--- config.mk ---
export PLATFORM = sky130hd
export DESIGN_NAME = interval_timer
export DESIGN_NICKNAME = d
export VERILOG_FILES = /design/src/pkg/timer_pkg.sv /design/src/rtl/pin_edge.sv /design/src/rtl/prescaler.sv /design/src/rtl/interval_timer.sv
export SDC_FILE = /design/constraint.sdc
export NUM_CORES = 1
export LEC_CHECK = 0
export BUFFER_PORTS_ARGS = -buffer_cell sky130_fd_sc_hd__buf_4
export CAP_MARGIN = 15
export CORE_MARGIN = 10
export CORE_UTILIZATION = 60
export DETAILED_ROUTE_END_ITERATION = 8
export PLACE_DENSITY = 0.93
export SLEW_MARGIN = 20
export SYNTH_ARGS = -nofsm -noshare
export SYNTH_HDL_FRONTEND = slang
export SYNTH_SLANG_ARGS = --single-unit
--- constraint.sdc ---
create_clock -name pclk -period 5.86 [get_ports pclk]
set_input_delay 0.586 -clock pclk [delete_from_list [all_inputs] [get_ports pclk]]
set_output_delay 0.586 -clock pclk [all_outputs]
set_load 0.1 [all_outputs]
--- src/pkg/timer_pkg.sv ---
// Package for the gated prescaled interval timer.
// Assumes a 32-bit APB slave, one aligned word per register.
package timer_pkg;

    // Register byte offsets
    localparam logic [7:0]  CTRL_OFF     = 8'h00;
    localparam logic [7:0]  COUNT_OFF    = 8'h04;
    localparam logic [7:0]  PERIOD_OFF   = 8'h08;
    localparam logic [7:0]  STATUS_OFF   = 8'h0c;
    localparam logic [7:0]  MASK_OFF     = 8'h10;
    localparam logic [7:0]  PRIO_OFF     = 8'h14;

    // Control field positions
    localparam int          RUN_BIT      = 15;
    localparam int          IDLE_BIT     = 13;
    localparam int          GATE_BIT     = 6;
    localparam int          PS_LSB       = 4;
    localparam int          SYNC_BIT     = 2;
    localparam int          CS_BIT       = 1;
    localparam logic [15:0] CTRL_WMASK   = 16'ha076;

    // Status and mask field positions
    localparam int          MATCH_BIT    = 0;
    localparam int          GFALL_BIT    = 1;
    localparam int          EV_W         = 2;

    // Reset values
    localparam logic [15:0] CTRL_RESET   = 16'h0000;
    localparam logic [15:0] COUNT_RESET  = 16'h0000;
    localparam logic [15:0] PERIOD_RESET = 16'hffff;
    localparam logic [2:0]  PRIO_RESET   = 3'h0;

    // Prescale codes
    localparam logic [1:0]  PS_1         = 2'h0;
    localparam logic [1:0]  PS_8         = 2'h1;
    localparam logic [1:0]  PS_64        = 2'h2;
    localparam logic [1:0]  PS_256       = 2'h3;

    // Terminal prescaler count for a prescale code
    function automatic logic [7:0] prescale_limit(input logic [1:0] sel);
        logic [7:0] lim;
        lim = 8'h00;
        case (sel)
            PS_8:    lim = 8'h07;
            PS_64:   lim = 8'h3f;
            PS_256:  lim = 8'hff;
            default: lim = 8'h00;
        endcase
        return lim;
    endfunction : prescale_limit

endpackage : timer_pkg

--- src/rtl/pin_edge.sv ---
// Edge detector for a pin, with an optional two-stage synchroniser.
// Assumes the pin is sampled on pclk; sync_en picks the path.
`timescale 1ns/10ps
`default_nettype none
module pin_edge
(
    // Clock and reset
    input  wire logic pclk,
    input  wire logic presetn,
    // Pin and option
    input  wire logic pin,
    input  wire logic sync_en,
    // Edges
    output logic      rise,
    output logic      fall
);

    logic s1_q, s1_d;
    logic s2_q, s2_d;
    logic prev_q, prev_d;
    logic cur;

    // Synchroniser chain and last sampled level
    always_comb
    begin
        s1_d   = pin;
        s2_d   = s1_q;
        prev_d = cur;
    end

    always_ff @(posedge pclk or negedge presetn)
    begin
        if (!presetn)
        begin
            s1_q   <= 1'b0;
            s2_q   <= 1'b0;
            prev_q <= 1'b0;
        end
        else
        begin
            s1_q   <= s1_d;
            s2_q   <= s2_d;
            prev_q <= prev_d;
        end
    end

    // Level seen by the edge logic
    assign cur  = sync_en ? s2_q : pin;
    assign rise = cur & ~prev_q;
    assign fall = ~cur & prev_q;

endmodule : pin_edge
`default_nettype wire

--- src/rtl/prescaler.sv ---
// Prescaler: passes one in every limit+1 input ticks.
// Assumes limit is steady while counting; clear restarts the cycle.
`timescale 1ns/10ps
`default_nettype none
module prescaler
(
    // Clock and reset
    input  wire logic       pclk,
    input  wire logic       presetn,
    // Control
    input  wire logic       tick,
    input  wire logic       clear,
    input  wire logic [7:0] limit,
    // Output tick
    output logic            carry
);

    logic [7:0] cnt_q, cnt_d;

    // Terminal count reached on an input tick
    assign carry = tick & (cnt_q >= limit);

    always_comb
    begin
        cnt_d = cnt_q;
        if (clear)
            cnt_d = 8'h00;
        else if (carry)
            cnt_d = 8'h00;
        else if (tick)
            cnt_d = cnt_q + 8'h01;
    end

    always_ff @(posedge pclk or negedge presetn)
    begin
        if (!presetn)
            cnt_q <= 8'h00;
        else
            cnt_q <= cnt_d;
    end

endmodule : prescaler
`default_nettype wire

--- src/rtl/interval_timer.sv ---
// Top of the gated prescaled 16-bit interval timer with APB registers.
// Assumes pins are synchronous to pclk, which is the internal clock.
//
// Behaviour
// - The counter is 16 bits and runs as timer, sync or async counter.
// - A match pulse serves as a clock time base or a free interval.
// - Interrupt on a period match or on the gate falling in gated mode.
// - Gate bit 6 enables gated accumulation only with internal clock.
// - Prescale bits 5-4 divide by 1, 8, 64 or 256 for codes 0 to 3.
// - Sync bit 2 synchronises the external clock, ignored if internal.
// - Source bit 1 picks the pin rising edge or the internal clock.
// - The counter can keep running in idle and in sleep.
// - Unused control bits 14, 12-7, 3 and 0 read zero, drop writes.
//
// The address map and the APB slave port were left to the implementer.
`timescale 1ns/10ps
`default_nettype none
module interval_timer
    import timer_pkg::*;
(
    // Clock and reset
    input  wire logic        pclk,
    input  wire logic        presetn,
    // APB slave
    input  wire logic        psel,
    input  wire logic        penable,
    input  wire logic        pwrite,
    input  wire logic [7:0]  paddr,
    input  wire logic [31:0] pwdata,
    output logic      [31:0] prdata,
    output logic             pready,
    output logic             pslverr,
    // Pins
    input  wire logic        ext_clk_pin,
    input  wire logic        gate_pin,
    // Power state
    input  wire logic        idle_mode,
    input  wire logic        sleep_mode,
    // Outputs
    output logic             irq,
    output logic      [2:0]  irq_priority,
    output logic             rtc_tick
);

    logic [15:0]     ctrl_q, ctrl_d;
    logic [15:0]     count_q, count_d;
    logic [15:0]     period_q, period_d;
    logic [EV_W-1:0] status_q, status_d;
    logic [EV_W-1:0] mask_q, mask_d;
    logic [2:0]      prio_q, prio_d;
    logic [31:0]     rdata_q, rdata_d;
    logic            rtc_q, rtc_d;

    logic            setup, wr, mapped;
    logic            wr_ctrl, wr_count, wr_period;
    logic            wr_status, wr_mask, wr_prio;
    logic            ext_sel, gate_en, async_ext, run;
    logic            ext_rise, gate_fall;
    logic            raw_tick, cnt_tick, match_ev, gate_ev;
    logic [EV_W-1:0] events;
    logic [31:0]     rd_word;

    // APB phase decode; zero wait states
    assign setup   = psel & ~penable;
    assign wr      = psel & penable & pwrite;
    assign pready  = 1'b1;
    assign pslverr = psel & penable & ~mapped;
    assign prdata  = rdata_q;

    // Address decode
    always_comb
    begin
        mapped  = 1'b1;
        rd_word = 32'h0000_0000;
        if (paddr == CTRL_OFF)
            rd_word = {16'h0000, ctrl_q};
        else if (paddr == COUNT_OFF)
            rd_word = {16'h0000, count_q};
        else if (paddr == PERIOD_OFF)
            rd_word = {16'h0000, period_q};
        else if (paddr == STATUS_OFF)
            rd_word = {30'h0, status_q};
        else if (paddr == MASK_OFF)
            rd_word = {30'h0, mask_q};
        else if (paddr == PRIO_OFF)
            rd_word = {29'h0, prio_q};
        else
            mapped = 1'b0;
    end

    // Write strobes, taken in the access phase
    assign wr_ctrl   = wr & (paddr == CTRL_OFF);
    assign wr_count  = wr & (paddr == COUNT_OFF);
    assign wr_period = wr & (paddr == PERIOD_OFF);
    assign wr_status = wr & (paddr == STATUS_OFF);
    assign wr_mask   = wr & (paddr == MASK_OFF);
    assign wr_prio   = wr & (paddr == PRIO_OFF);

    // Clock source and gating selection
    assign ext_sel   = ctrl_q[CS_BIT];
    assign gate_en   = ctrl_q[GATE_BIT] & ~ext_sel;
    assign async_ext = ext_sel & ~ctrl_q[SYNC_BIT];

    // Run qualifier: run bit, idle halt, sleep keeps only async counting
    assign run = ctrl_q[RUN_BIT]
               & ~(idle_mode & ctrl_q[IDLE_BIT])
               & ~(sleep_mode & ~async_ext);

    // External clock pin edges, synchroniser only when asked
    pin_edge u_ext_edge
    (
        .pclk    (pclk),
        .presetn (presetn),
        .pin     (ext_clk_pin),
        .sync_en (ctrl_q[SYNC_BIT] & ext_sel),
        .rise    (ext_rise),
        .fall    ()
    );

    // Gate pin edges
    pin_edge u_gate_edge
    (
        .pclk    (pclk),
        .presetn (presetn),
        .pin     (gate_pin),
        .sync_en (1'b0),
        .rise    (),
        .fall    (gate_fall)
    );

    // Raw count source: pin edge, gated internal clock, or internal clock
    always_comb
    begin
        if (ext_sel)
            raw_tick = ext_rise;
        else if (gate_en)
            raw_tick = gate_pin;
        else
            raw_tick = 1'b1;
    end

    // Prescaler; restarted when software loads the count
    prescaler u_prescaler
    (
        .pclk    (pclk),
        .presetn (presetn),
        .tick    (run & raw_tick),
        .clear   (wr_count),
        .limit   (prescale_limit(ctrl_q[PS_LSB +: 2])),
        .carry   (cnt_tick)
    );

    // Events
    assign match_ev = cnt_tick & (count_q == period_q);
    assign gate_ev  = gate_en & ctrl_q[RUN_BIT] & gate_fall;
    always_comb
    begin
        events            = '0;
        events[MATCH_BIT] = match_ev;
        events[GFALL_BIT] = gate_ev;
    end

    // Control, period, mask and priority registers
    always_comb
    begin
        ctrl_d   = ctrl_q;
        period_d = period_q;
        mask_d   = mask_q;
        prio_d   = prio_q;
        if (wr_ctrl)
            ctrl_d = pwdata[15:0] & CTRL_WMASK;
        if (wr_period)
            period_d = pwdata[15:0];
        if (wr_mask)
            mask_d = pwdata[EV_W-1:0];
        if (wr_prio)
            prio_d = pwdata[2:0];
    end

    always_ff @(posedge pclk or negedge presetn)
    begin
        if (!presetn)
        begin
            ctrl_q   <= CTRL_RESET;
            period_q <= PERIOD_RESET;
            mask_q   <= '0;
            prio_q   <= PRIO_RESET;
        end
        else
        begin
            ctrl_q   <= ctrl_d;
            period_q <= period_d;
            mask_q   <= mask_d;
            prio_q   <= prio_d;
        end
    end

    // Counter: software load wins, else wrap on match or increment
    always_comb
    begin
        count_d = count_q;
        if (wr_count)
            count_d = pwdata[15:0];
        else if (match_ev)
            count_d = COUNT_RESET;
        else if (cnt_tick)
            count_d = count_q + 16'h0001;
    end

    always_ff @(posedge pclk or negedge presetn)
    begin
        if (!presetn)
            count_q <= COUNT_RESET;
        else
            count_q <= count_d;
    end

    // Sticky status, write one to clear, a new event wins
    always_comb
    begin
        status_d = status_q;
        if (wr_status)
            status_d = status_q & ~pwdata[EV_W-1:0];
        status_d = status_d | events;
    end

    // Read data, time base pulse
    always_comb
    begin
        rdata_d = rdata_q;
        if (setup & ~pwrite)
            rdata_d = rd_word;
        rtc_d = match_ev;
    end

    always_ff @(posedge pclk or negedge presetn)
    begin
        if (!presetn)
        begin
            status_q <= '0;
            rdata_q  <= 32'h0000_0000;
            rtc_q    <= 1'b0;
        end
        else
        begin
            status_q <= status_d;
            rdata_q  <= rdata_d;
            rtc_q    <= rtc_d;
        end
    end

    // Outputs
    assign irq          = |(status_q & mask_q);
    assign irq_priority = prio_q;
    assign rtc_tick     = rtc_q;
endmodule : interval_timer
`default_nettype wire

=== After elaboration in Yosys (flattened, before gate mapping) ===
Cells that the tools add are included.

* Register bits: 91
* Output and inout bits: 39
* Logic and storage cells: 91

* $lt $le $gt $ge: 1
* Reduce and logical (&&, ||, !) cells: 4
* Equality and inequality tests: 9
* Add/sub/neg operators: 2
* Muxes and demuxes: 23
* Bitwise logic cells: 39

{| class="wikitable"
|+ Operator list
! kind !! count
|-
| two-way mux 16 bit || 5
|-
| two-way mux 32 bit || 1
|-
| AND 1 bit || 25
|-
| two-way mux 8 bit || 3
|-
| case mux 8 bit (3 select lines) || 1
|-
| adder 16 x 1 -> 16 bit (second input constant) || 1
|-
| equality test 16 bit || 1
|-
| equality test 8 x 4 -> 1 bit (second input constant) || 2
|-
| equality test 8 x 5 -> 1 bit (second input constant) || 2
|-
| NOT 1 bit || 10
|-
| two-way mux 1 bit || 9
|-
| two-way mux 3 bit || 3
|-
| adder 8 x 1 -> 8 bit (second input constant) || 1
|-
| equality test 8 x 3 -> 1 bit (second input constant) || 1
|-
| greater-or-equal comparator 8 bit || 1
|-
| zero test 8 bit || 1
|-
| nonzero test 3 bit || 2
|-
| AND 2 bit || 2
|-
| equality test 2 bit (second input constant) || 2
|-
| equality test 2 x 1 -> 1 bit (second input constant) || 1
|-
| two-way mux 2 bit || 1
|-
| NOT 2 bit || 1
|-
| bitwise OR 2 bit || 1
|-
| OR reduction 2 bit || 1
|}

=== Logic depth before layout (Yosys ltp) ===
* Depth after elaboration: 11
* Gate-level depth with buffers: 9
* Gate-level depth less buffers: 8

=== Hierarchy ===
A second synthesis with hierarchy kept.

* Cell total of the unflattened synthesis: 459
* Area total of the unflattened synthesis: 4503.1 um^2

{| class="wikitable"
|+ By module, submodules not included
! module !! cells an instance !! area an instance (um^2) !! times used
|-
| interval_timer || 364 || 3628.5 || 1
|-
| prescaler || 81 || 676.9 || 1
|-
| pin_edge || 7 || 98.8 || 2
|}

=== Least setup slack after synthesis ===
No wires, ideal clock.

* Kind: input port to output port
* Start: input port paddr[3]
* End: output port pslverr
* Path slack: 2.870 ns
* Arrival: 2.404 ns
* Data required time: 5.274 ns
* Stages: 3
* Cell sequence: clkbuf_1 nand2_1 a21oi_1

* Cells in the longest elaborated chain, start to end: 9
* Elaborated cells between the ends (all ways): 14
* Those cells by class: eq/ne (5); mux (6); bitwise (2); reduce/logical (1)

{| class="wikitable"
|+ Ends and longest elaborated chain
! item !! RTL line !! source
|-
| start, declared || interval_timer.sv:28 || <nowiki>input wire logic [7:0] paddr,</nowiki>
|-
| equality test 8 x 5 -> 1 bit || interval_timer.sv:85 || <nowiki>else if (paddr == PRIO_OFF)</nowiki>
|-
| two-way mux 1 bit || interval_timer.sv:85 ||
|-
| two-way mux 1 bit || interval_timer.sv:83 || <nowiki>else if (paddr == MASK_OFF)</nowiki>
|-
| two-way mux 1 bit || interval_timer.sv:81 || <nowiki>else if (paddr == STATUS_OFF)</nowiki>
|-
| two-way mux 1 bit || interval_timer.sv:79 || <nowiki>else if (paddr == PERIOD_OFF)</nowiki>
|-
| two-way mux 1 bit || interval_timer.sv:77 || <nowiki>else if (paddr == COUNT_OFF)</nowiki>
|-
| two-way mux 1 bit * || interval_timer.sv:75 || <nowiki>if (paddr == CTRL_OFF)</nowiki>
|-
| NOT 1 bit * || interval_timer.sv:67 || <nowiki>assign pslverr = psel & penable & ~mapped;</nowiki>
|-
| AND 1 bit * || interval_timer.sv:67 ||
|-
| end, declared || interval_timer.sv:32 || <nowiki>output logic pslverr,</nowiki>
|}

Every way passes the cells marked *; elsewhere a longest branch is shown, timed or not.

=== Worst setup path after layout ===
* Start: register period_q[14]
* End: register count_q[3]

* Cells in the longest elaborated chain, start to end: 4
* Elaborated cells between the ends (all ways): 5
* Those cells by class: eq/ne (1); mux (2); bitwise (1); reduce/logical (1)

{| class="wikitable"
|+ Ends and longest elaborated chain
! item !! RTL line !! source
|-
| start, declared || interval_timer.sv:47 || <nowiki>logic [15:0] period_q, period_d;</nowiki>
|-
| start signal, assigned || interval_timer.sv:192 || <nowiki>period_q <= period_d;</nowiki>
|-
| equality test 16 bit * || interval_timer.sv:154 || <nowiki>assign match_ev = cnt_tick & (count_q == period_q);</nowiki>
|-
| AND 1 bit * || interval_timer.sv:154 ||
|-
| two-way mux 16 bit || interval_timer.sv:204 || <nowiki>else if (match_ev)</nowiki>
|-
| two-way mux 16 bit || interval_timer.sv:202 || <nowiki>if (wr_count)</nowiki>
|-
| end signal, assigned || interval_timer.sv:215 || <nowiki>count_q <= count_d;</nowiki>
|-
| end, declared || interval_timer.sv:46 || <nowiki>logic [15:0] count_q, count_d;</nowiki>
|}

Marks and branches as above.
A chain may end at the register's enable or synchronous reset.

==> impl_metrics.csv <==
group,metric,value,unit
outcome,status,"finished clean",
sta,max_freq,383,MHz
setup_path,critPathLaunchType,"flop",
setup_path,r2r_setup_slack,3250,ps
global_route,grt_usage,19.2,%
synthesis,synth_top_cell_area_share,33.5,%
finish,multiInputGateArea,2230,sq um
sta,drv_slew,0,
clock_tree,cts_tree,"built",
setup_path,slowest_stage,"nand2_1",
sta,worst_pin_slew,919,ps
sta,finClkSkew,7.77,ps
synthesis,synthCells,429,
finish,nets,524,
synthesis,synth_seq_cells,75,
global_route,grt_overflow,0,
setup_path,cpPeakStageDelay,650,ps
route,ant_nets,0,
setup_path,path_max_fanout,20,
placed_design,dp.cells,555,
setup_path,reg2reg_from,"period_q[14]$_DFFE_PN1P_",
sta,final.setup.tns,0,ps
route,dr.pass1.iters,5,
synthesis,synth_top_cells_by_count,"59 x dfrtp_1, 50 x nand2_1, 29 x o21ai_0",
clock_tree,clock-sinks,75,
global_route,grt_pass1_wl,17.9,mm
sta,min_period_over_period,44.5,%
finish,syn_to_final_growth,10.9,%
setup_path,end_kind,"flop",
worst_hold_path,worstHoldStart,"gate_pin",
setup_path,required,6100,ps
route,finalWirelength,10.9,mm
finish,drive_above_1_share,27.5,%
setup_path,critPathKind,"flop to flop",
global_route,grt_pass1_vias,3618,
floorplanning,fp.dieW,106,um
finish,n_fill_cell,549,
synthesis,synth_ff_type,"dfrtp_1",
floorplanning,start_util,61.4,%
clock_tree,cts_buffer_depth,2,
setup_path,crit_arrival,2850,ps
synthesis,yosysWarnings,0,
flow_run,maxCapViolations,0,
synthesis,synth_area_leaders,"dfrtp_1 34%, dfstp_2 9.5%, mux2_2 4.6%",
route,remaining_drc_errors,0,
placed_design,place_ws,2980,ps
synthesis,synth_edf_count,0,
placed_design,post-dp-hpwl,7.80,mm
clock_tree,insertion_delay,360,ps
clock_tree,cts_root_buffer,"clkbuf_8",
floorplanning,rows,31,
route,via_per_inst,6.21,
floorplanning,die-area,11200,sq um
floorplanning,core_area,7180,sq um
route,num_vias,3548,
sta,relSlewSlack,38.8,%
synthesis,synth.avg_cell_area,10.3,sq um
pwr,irDropWorstVdd,131,uV
clock_tree,clk_pin_slew,70,ps
clock_tree,hold_buffers,0,
setup_path,r2r-end,"count_q[3]$_DFFE_PN0P_",
synthesis,yosys.area.top_type,"dfrtp_1",
setup_path,crit_chain,"xor2_1 > nor4_1 > nand4_2 > nand2_1 > o21ai_1 > a221o_1",
global_route,grt_start_max_net_pins,76,
sta,whs,341,ps
pwr,p_per_area,218,nW/um^2
finish,n_antenna_cell,0,
clock_tree,cts_setup_buffers,0,
pwr,p_leak,2.39,nW
synthesis,synth-seq-area-share,43.1,%
finish,finalNonFillerCells,571,
sta,layout_setup_ws,3250,ps
placed_design,portBuffers,54,
worst_hold_path,min_path_type,"input port to flop",
synthesis,yosysMostFrequentCell,"dfrtp_1",
placed_design,gp_congestion,0.882,
setup_path,reg2reg_depth,6,
floorplanning,chipHeight,106,um
route,wl_per_cell,19.0,um
worst_hold_path,hold_depth,1,
floorplanning,ioPinCount,88,
sta,final-hold-violation-count,0,
sta,setup_violations,0,
clock_tree,cts.repair.resized,0,
synthesis,synthArstFlopShare,100,%
global_route,antenna_found_initial,0,
finish,regArea,1900,sq um
clock_tree,cts_htree_levels,3,
synthesis,netlist_area,4400,sq um
sta,rsz0062_at_grt,"false",
synthesis,yosysUniqueCellTypes,66,
worst_hold_path,whs_endpoint,"u_gate_edge.prev_q$_DFF_PN0_",
route,drt_iter0_markers,348,
sta,period_needed,2610,ps
clock_tree,cts_buffers,9,
registers in the layout, summed over array words and instances (netlist names):
name / count
count_q: 16
period_q: 16
prdata: 16
u_prescaler.cnt_q: 8
ctrl_q: 7
irq_priority: 3
mask_q: 2
status_q: 2
rtc_tick: 1
u_ext_edge.prev_q: 1
u_ext_edge.s1_q: 1
u_ext_edge.s2_q: 1
u_gate_edge.prev_q: 1
power breakdown:
group          leakage, nW  switching (mW)  total (mW)  internal, mW
Combinational         1.34          0.0919       0.120        0.0284
Sequential           0.953         0.00812       0.534         0.526
Clock                0.101           0.190       0.410         0.220
worst max-delay path: cells and delay by family, from the launching register on:
kind            cells  cell delay, ps
simple gates        3            1350
xor+xnor            1              90
flops               1             560
compound gates      2             490
worst max path at each step:
stage / start / end / cells after the start / slack (ps)
floorplan: paddr[3] / pslverr / 3 / 2870
global placement: paddr[5] / count_q[11]$_DFFE_PN0P_ / 7 / 3080
detailed placement: paddr[5] / count_q[15]$_DFFE_PN0P_ / 7 / 2980
CTS: period_q[14]$_DFFE_PN1P_ / count_q[3]$_DFFE_PN0P_ / 6 / 3300
global route: period_q[14]$_DFFE_PN1P_ / count_q[13]$_DFFE_PN0P_ / 6 / 3120
finish: period_q[14]$_DFFE_PN1P_ / count_q[3]$_DFFE_PN0P_ / 6 / 3250
logic make-up after synthesis:
logic type | Yosys count | share of synthesized area, %
AND/OR/NAND/NOR | 136 | 16.9
AO/OA/AOI/OAI | 107 | 17.2
flip-flops | 75 | 43.1
buffers and inverters | 50 | 7.62
multiplexers | 31 | 8.70
XOR/XNOR | 20 | 3.98
adder cells (fa/ha/maj) | 8 | 2.27
other | 2 | 0.171
layout make-up:
class                      count  area share [%]
multi-input combinational    319            45.6
inverter                       8           0.615
sequential                    75            38.9
clock inverter                 2           0.718
tap                           99            2.54
clock buffer                  14            3.33
timing repair buffer          54            8.31
through the flow:
stage | instance area (sq um) | total power, mW | utilization, %
finish | 4880 | 1.06 | 68.0
global route | 4880 | 1.10 | 68.0
CTS | 4880 | 1.06 | 68.0
detailed placement | 4680 | 0.663 | 65.3
global placement | 4680 | 0.660 | 65.3
floorplan | 4460 | 0.632 | -
cell usage in the layout (no fill, tap or decap), drive strengths merged, types with 4 or more instances in the layout:
cell type | netlist | final
nor2 | 14 | 14
ha | 8 | 8
clkbuf | 8 | 14
and2 | 4 | 4
nor4 | 7 | 7
mux2 | 28 | 28
nand3 | 11 | 11
inv | 8 | 8
nand2b | 5 | 5
dfrtp | 59 | 59
a221o | 6 | 6
a21o | 10 | 10
a22o | 6 | 6
a21oi | 14 | 14
buf | 34 | 54
conb | 2 | 17
o41ai | 5 | 5
dfstp | 16 | 16
nand2 | 52 | 52
nand4 | 9 | 9
a22oi | 8 | 8
xor2 | 19 | 19
and3 | 11 | 11
o21ai | 39 | 39
nor3 | 7 | 7
layer usage:
layer	GRT usage (%)	vias to the layer above	part of all wire, %
met2	32.3	184	50
met3	4.57	19	8.7
met1	22.9	1740	40
met5	0	-	0
met4	8.70	0	1.9
li1	-	1605	-
Power figures use the tool's default switching activity.
